[config.mk]
export PLATFORM = sky130hd
export DESIGN_NAME = cardbus_bridge_config_header
export DESIGN_NICKNAME = d
export VERILOG_FILES = /design/src/rtl/cb_cfg_pkg.sv /design/src/rtl/cardbus_bridge_config_header.sv
export VERILOG_INCLUDE_DIRS = /design/src /design/src/rtl
export SDC_FILE = /design/constraint.sdc
export NUM_CORES = 1
export LEC_CHECK = 0
export BUFFER_PORTS_ARGS = -buffer_cell sky130_fd_sc_hd__buf_2
export CAP_MARGIN = 20
export CELL_PAD_IN_SITES_DETAIL_PLACEMENT = 1
export CELL_PAD_IN_SITES_GLOBAL_PLACEMENT = 2
export CORE_AREA = 2 2 113 197
export DETAILED_ROUTE_END_ITERATION = 10
export DIE_AREA = 0 0 115 199
export PLACE_DENSITY = 0.84
export SYNTH_ARGS = -nofsm -noshare
export SYNTH_HDL_FRONTEND = slang
export SYNTH_SLANG_ARGS = --single-unit
[constraint.sdc]
create_clock -name core_clk -period 3 [get_ports core_clk]
set_input_delay 0.6 -clock core_clk [delete_from_list [all_inputs] [get_ports core_clk]]
set_output_delay 0.6 -clock core_clk [all_outputs]
set_load 0.05 [all_outputs]
[src/rtl/cb_cfg_defs.svh]
// offsets, reset values and field constants of the socket configuration header slice
`ifndef CB_CFG_DEFS_SVH
`define CB_CFG_DEFS_SVH

// byte offsets inside configuration space
`define OFF_CLASS_ID      8'h09
`define OFF_CACHE_LINE    8'h0c
`define OFF_LAT_LIMIT     8'h0d
`define OFF_HDR_TYPE      8'h0e
`define OFF_SELF_TEST     8'h0f
`define OFF_WIN_BASE      8'h10
`define OFF_EXT_START     8'h80

// dword indices derived from the byte offsets
`define DW_CLASS_ID       6'h02
`define DW_CACHE_LINE     6'h03
`define DW_WIN_BASE       6'h04

// fixed and reset values
`define CLASS_ID_VAL      24'h060700
`define HDR_TYPE_VAL      8'h82
`define SELF_TEST_VAL     8'h00
`define CACHE_LINE_RST    8'h00
`define LAT_LIMIT_RST     8'h00
`define WIN_BASE_RST      32'h00000000
`define WIN_BASE_MASK     32'hfffff000

// window layout
`define WIN_SOCKET_OFF    12'h000
`define WIN_EXCA_OFF      12'h800

`endif

[src/rtl/cb_cfg_pkg.sv]
// types for the socket configuration header slice
package cb_cfg_pkg;

    typedef struct packed {
        logic       req;
        logic       we;
        logic       func;
        logic [5:0] dw;
        logic [3:0] be;
        logic [31:0] wdata;
    } cfg_cmd_t;

    typedef struct packed {
        logic        ack;
        logic        ext;
        logic [31:0] rdata;
    } cfg_rsp_t;

    typedef struct packed {
        logic        req;
        logic [31:0] addr;
    } mem_cmd_t;

    typedef struct packed {
        logic [1:0]  hit;
        logic        exca;
        logic [10:0] off;
    } mem_rsp_t;

    typedef enum logic [2:0] {
        LAT_IDLE    = 3'b001,
        LAT_RUN     = 3'b010,
        LAT_EXPIRED = 3'b100
    } lat_state_t;

    typedef struct packed {
        cfg_rsp_t              rsp;
        mem_rsp_t              mem;
        logic [1:0][7:0]       cache_line;
        logic [1:0][7:0]       lat_limit;
        logic [1:0][31:12]     win_base;
        lat_state_t            lat_st;
        logic                  lat_func;
        logic [7:0]            lat_cnt;
        logic                  lat_expired;
        logic                  mst_stop;
        logic                  gnt_n_s1;
        logic                  gnt_n_s2;
    } state_t;

endpackage

[src/rtl/cardbus_bridge_config_header.sv]
// configuration header slice 09h..13h for both socket functions, window decode, latency engine
`timescale 1ns/1ns
`include "cb_cfg_defs.svh"

// Behaviour
// - both functions report base class 06h, subclass 07h, interface 00h.
// - class identification at 09h is read-only, always 06 0700h.
// - cache line size byte is read/write, resets to zero, set by host.
// - latency limit byte at 0Dh is read/write, resets 00h, counts clocks.
// - latency counter starts from zero when the initiator asserts the frame.
// - after expiry, the own transaction ends once grant is deasserted.
// - header type byte at 0Eh is read-only and returns 82h.
// - offsets 00h..7Fh are standard header, 80h..FFh device extension.
// - self-test byte at 0Fh is read-only and returns 00h.
// - window base bits 31..12 are read/write, 4-Kbyte aligned placement.
// - window base bits 11..0 read as zero and ignore writes.
// - writing all ones to the window base reads back FFFF F000h.
// - socket registers decode from 000h, ExCA registers from 800h.
// - each function has its own independent window base register.
// - window base sits at offset 10h and resets to zero.
module cardbus_bridge_config_header (
    input  wire logic                 core_clk,
    input  wire logic                 rst_n,
    input  wire logic                 ce,
    input  wire cb_cfg_pkg::cfg_cmd_t cfg_cmd,
    output cb_cfg_pkg::cfg_rsp_t      cfg_rsp,
    input  wire cb_cfg_pkg::mem_cmd_t mem_cmd,
    output cb_cfg_pkg::mem_rsp_t      mem_rsp,
    input  wire logic                 mst_func,
    input  wire logic                 mst_frame_start,
    input  wire logic                 mst_active,
    input  wire logic                 gnt_n_pin,
    output logic                      lat_expired,
    output logic                      mst_stop,
    output logic [1:0][7:0]           cache_line_size
);

    cb_cfg_pkg::state_t q;
    cb_cfg_pkg::state_t d;

    // read value of one configuration dword of one function
    function automatic logic [31:0] read_dw(input cb_cfg_pkg::state_t s,
                                            input logic               f,
                                            input logic [5:0]         dw);
        logic [31:0] v;
        v = 32'h00000000;
        case (dw)
            `DW_CLASS_ID:   v = {`CLASS_ID_VAL, 8'h00};
            `DW_CACHE_LINE: v = {`SELF_TEST_VAL, `HDR_TYPE_VAL, s.lat_limit[f], s.cache_line[f]};
            `DW_WIN_BASE:   v = {s.win_base[f], 12'h000} & `WIN_BASE_MASK;
            default:        v = 32'h00000000;
        endcase
        return v;
    endfunction

    // window hit; a zero base means the window is not yet placed
    function automatic logic win_hit(input logic [31:12] base, input logic [31:0] addr);
        return (base != 20'h00000) && (addr[31:12] == base);
    endfunction

    always_comb begin
        d = q;
        d.rsp.ack = 1'b0;
        d.mst_stop = 1'b0;
        d.gnt_n_s1 = gnt_n_pin;
        d.gnt_n_s2 = q.gnt_n_s1;

        if (cfg_cmd.req) begin
            d.rsp.ack = 1'b1;
            d.rsp.ext = cfg_cmd.dw[5];
            d.rsp.rdata = cfg_cmd.dw[5] ? 32'h00000000
                                        : read_dw(q, cfg_cmd.func, cfg_cmd.dw);
            if (cfg_cmd.we && !cfg_cmd.dw[5]) begin
                case (cfg_cmd.dw)
                    `DW_CACHE_LINE: begin
                        if (cfg_cmd.be[0]) begin
                            d.cache_line[cfg_cmd.func] = cfg_cmd.wdata[7:0];
                        end
                        if (cfg_cmd.be[1]) begin
                            d.lat_limit[cfg_cmd.func] = cfg_cmd.wdata[15:8];
                        end
                    end
                    `DW_WIN_BASE: begin
                        if (cfg_cmd.be[1]) begin
                            d.win_base[cfg_cmd.func][15:12] = cfg_cmd.wdata[15:12];
                        end
                        if (cfg_cmd.be[2]) begin
                            d.win_base[cfg_cmd.func][23:16] = cfg_cmd.wdata[23:16];
                        end
                        if (cfg_cmd.be[3]) begin
                            d.win_base[cfg_cmd.func][31:24] = cfg_cmd.wdata[31:24];
                        end
                    end
                    default: begin
                    end
                endcase
            end
        end

        // socket or exca half of window
        d.mem.hit[0] = mem_cmd.req && win_hit(q.win_base[0], mem_cmd.addr);
        d.mem.hit[1] = mem_cmd.req && win_hit(q.win_base[1], mem_cmd.addr);
        d.mem.exca = mem_cmd.addr[11:0] >= `WIN_EXCA_OFF;
        d.mem.off = mem_cmd.addr[10:0];

        case (q.lat_st)
            cb_cfg_pkg::LAT_IDLE: begin
                d.lat_expired = 1'b0;
            end
            cb_cfg_pkg::LAT_RUN: begin
                if (!mst_active) begin
                    d.lat_st = cb_cfg_pkg::LAT_IDLE;
                end else if (q.lat_cnt >= q.lat_limit[q.lat_func]) begin
                    d.lat_st = cb_cfg_pkg::LAT_EXPIRED;
                    d.lat_expired = 1'b1;
                end else begin
                    d.lat_cnt = q.lat_cnt + 8'h01;
                end
            end
            cb_cfg_pkg::LAT_EXPIRED: begin
                if (!mst_active) begin
                    d.lat_st = cb_cfg_pkg::LAT_IDLE;
                    d.lat_expired = 1'b0;
                end else begin
                    d.mst_stop = q.gnt_n_s2;
                end
            end
            default: begin
                d.lat_st = cb_cfg_pkg::LAT_IDLE;
                d.lat_expired = 1'b0;
            end
        endcase

        if (mst_frame_start) begin
            d.lat_st = cb_cfg_pkg::LAT_RUN;
            d.lat_func = mst_func;
            d.lat_cnt = 8'h00;
            d.lat_expired = 1'b0;
            d.mst_stop = 1'b0;
        end
    end

    always_ff @(posedge core_clk) begin
        if (!rst_n) begin
            q <= '0;
            q.lat_st <= cb_cfg_pkg::LAT_IDLE;
            q.gnt_n_s1 <= 1'b1;
            q.gnt_n_s2 <= 1'b1;
            for (int i = 0; i < 2; i++) begin
                q.cache_line[i] <= `CACHE_LINE_RST;
                q.lat_limit[i] <= `LAT_LIMIT_RST;
                q.win_base[i] <= 20'(`WIN_BASE_RST >> 12);
            end
        end else if (ce) begin
            q <= d;
        end
    end

    assign cfg_rsp         = q.rsp;
    assign mem_rsp         = q.mem;
    assign lat_expired     = q.lat_expired;
    assign mst_stop        = q.mst_stop;
    assign cache_line_size = q.cache_line;

endmodule // cardbus_bridge_config_header

==> summary.md <==
| Metric | Value |
|---|---|
| Crit path max fanout | 9 |
| Final min period | 2710 ps |
| Synthesis-stage register bit count | 136 |
| Commonest non-fill, non-tap cell in the layout | buf_2 |
| Setup TNS Final | 0 ps |
| Layout net count | 911 |
| CP most frequent cell | mux2i_1 |
| FFs w/ async S/R, synth | 0% |
| Crit-path slowest cell | dfxtp_1 |
| Fin util | 37.9% |
| Fillers | 2,502 |
| Post-route antenna net violation count | 0 |
| Yosys warns | 0 |
| Tot GR Track Use | 18.4% |
| First-pass GRT wire length | 32,000 µm |
| HP Class | in -> reg |
| FMAX | 369 MHz |
| Total number of vias | 5,534 |
| Mapped Cells | 737 |
| Critical path startpoint category | flip-flop |
| CP Class | reg -> reg |
| CP delay by family, top | simple AND/OR/NAND/NOR gates |
| Register area share after synthesis | 39.4% |
| H-tree depth | 4 |
| CTS Hold Bufs | 0 |
| Core ar. | 21,300 µm² |
| Hold Vio Cnt, Final | 0 |
| Setup bufs post-CTS | 0 |
| HPWL Detailed | 15,800 µm |
| Slew Viols, Final | 0 |
| EDFF count, synth | 0 |
| Ports | 151 |
| DRC Markers | 0 |
| Status | completed |
| Synth cell types | 60 |
| Share of cells above drive strength 1 | 26.0% |
| Diodes inserted | 0 |
| # rows | 71 |
| Req. time, crit path | 3350 ps |
| Worst-margin pin slew | 700 ps |
| Die width | 115 µm |
| CP endpoint kind | flip-flop |
| Initial antenna violation count | 2 |
| Clock skew | 5.75 ps |
| CTS tree | done |
| Largest net degree at the start of global routing | 64 |
| CTS buffer count | 17 |
| Syn Nets | 831 |
| WP buf/inv | 0 |
| Most frequent cells in the layout | buf_2 (150), dfxtp_1 (136), mux2i_1 (126) |
| Unrepaired setup endpoints after global routing | no |
| Total global routing overflow | 0 |
| Leakage power | 3.74 nW |
| Initial core utilization | 32.4% |
| Area of the die | 22,900 µm² |
| Mean Syn Cell Area | 9.37 µm² |
| Final worst slack | 291 ps |
| Clock transition at path regs | 60 ps |
| PwrDens | 557 nW/µm² |
| Placer Congestion | 0.842 |
| Largest cells by area after synthesis | dfxtp_1 (39%), mux2i_1 (18%), buf_4 (7.1%) |
| Total clock sinks | 136 |
| Vias in the first global route | 5,805 |
| Port Buffer Count | 150 |
| Area delta synth->final | 17.1% |
| Yosys top cell area share | 39.4% |
| Post-synthesis cell area | 6900 µm² |
| Pre-CTS WS | 284 ps |
| Drt pass-1 iters | 5 |
| CTS resizes | 0 |
| Slew headroom | 52.7% |
| Vias per inst | 5.10 |
| Initial DRC count | 208 |
| DRT Wirelength | 20,900 µm |
| Period utilisation layout | 90.3% |
| Post-DR wirelength/cell | 19.2 µm |
| Max clock buf depth | 2 |
| Max Cap Violations | 0 |
| Ys flop type | dfxtp_1 |
| Max incr delay on CP | 630 ps |
| # setup viols final | 0 |
| Maximum VDD drop | 0.000345 V |
| Die H | 199 µm |
| Root buf cell | clkbuf_16 |
| Post-synth top area cell | dfxtp_1 |
| Worst-Skew Late Latency | 420 ps |
| Critical path, cell by cell | mux2i_1 > ha_1 > nor2b_1 > o211a_1 > o311a_1 > nor3_1 > mux2i_1 |
| Critical path arrival | 3060 ps |
==> tightest hold or removal path: stages <==
cell and delay [ps]:
buf_2 70, mux2i_1 50, nand2_1 60
==> power by group <==
part / internal (mW) / switching, mW
logic: 0.107 / 0.204
registers: 1.82 / 0.0107
clock network: 1.54 / 0.818
==> cells in the mapped netlist, types with 2 or more instances <==
cell type	instances
a211o_1	2
a211oi_1	5
a21oi_1	24
a22oi_1	4
a2bb2oi_1	12
a311o_1	2
a31oi_1	5
and2b_2	2
and3_1	6
and3_2	2
buf_1	4
buf_2	3
buf_4	65
buf_6	3
clkbuf_1	24
dfxtp_1	136
ha_1	9
inv_1	5
mux2_2	3
mux2i_1	126
nand2_1	22
nand2b_1	8
nand3_1	5
nand4_1	8
nand4_2	4
nor2_1	120
nor2_2	2
nor2b_1	5
nor3_1	21
nor3b_1	4
nor4_1	18
o211a_1	2
o21ai_0	7
o22ai_1	4
xnor2_1	3
xor2_1	38
==> sequential cells by signal, indices dropped and copies added, names as in the netlist <==
| signal | cells |
|---|---|
| mst_stop | 1 |
| d | 1 |
| lat_expired | 1 |
| cache_line_size | 16 |
| mem_rsp | 14 |
| cfg_rsp | 34 |
| q | 69 |
==> through the flow <==
stage / hold WS, ps / area [µm²] / power, mW / cells
2_1_floorplan: 434 / 6900 / 2.06 / 737
3_3_place_gp: 443 / 7420 / 2.18 / 1053
3_5_place_dp: 455 / 7420 / 2.18 / 1053
4_1_cts: 379 / 8090 / 4.55 / 1085
5_1_grt: 391 / 8090 / 4.64 / 1085
6_report: 400 / 8090 / 4.50 / 1085
==> cell families (layout without fill, tap and decap cells) <==
logic type	after synthesis	after routing	share of synthesized area, %
flip-flops	136	136	39.4
adder cells (fa/ha/maj)	9	9	1.63
AND/OR/NAND/NOR	236	236	16.9
XOR/XNOR	41	41	5.20
buffers and inverters	106	199	9.81
AO/OA/AOI/OAI	80	80	8.21
multiplexers	129	129	18.8
==> final timing paths <==
kind | start | slack [ps] | depth (start not counted) | endpoint
max | q[12] | 290 | 7 | q[5]
min | gnt_n_pin | 400 | 3 | d[0]
max reg2reg | q[12] | 290 | 7 | q[5]
min reg2reg | cfg_rsp[32] | 460 | 2 | cfg_rsp[32]
==> area by class of cell <==
| cell class | instances | area (µm²) | share of cell area, % |
|---|---|---|---|
| tap | 255 | 319 | 3.95 |
| sequential | 136 | 2720 | 33.7 |
| timing repair buffer | 161 | 846 | 10.5 |
| clock buffer | 20 | 467 | 5.77 |
| clock inverter | 12 | 196 | 2.43 |
| multi-input combinational | 495 | 3510 | 43.4 |
| inverter | 6 | 23.8 | 0.294 |
==> per-layer routing <==
layer / up-vias / GRT usage, % / wire length (µm)
met1: 2693 / 19.7 / 8100
met2: 114 / 33.6 / 11200
met5: - / 0 / 27
li1: 2678 / - / -
met4: 4 / 10.4 / 938
met3: 45 / 3.11 / 624
Note: power is estimated with default switching activity, not from simulation.
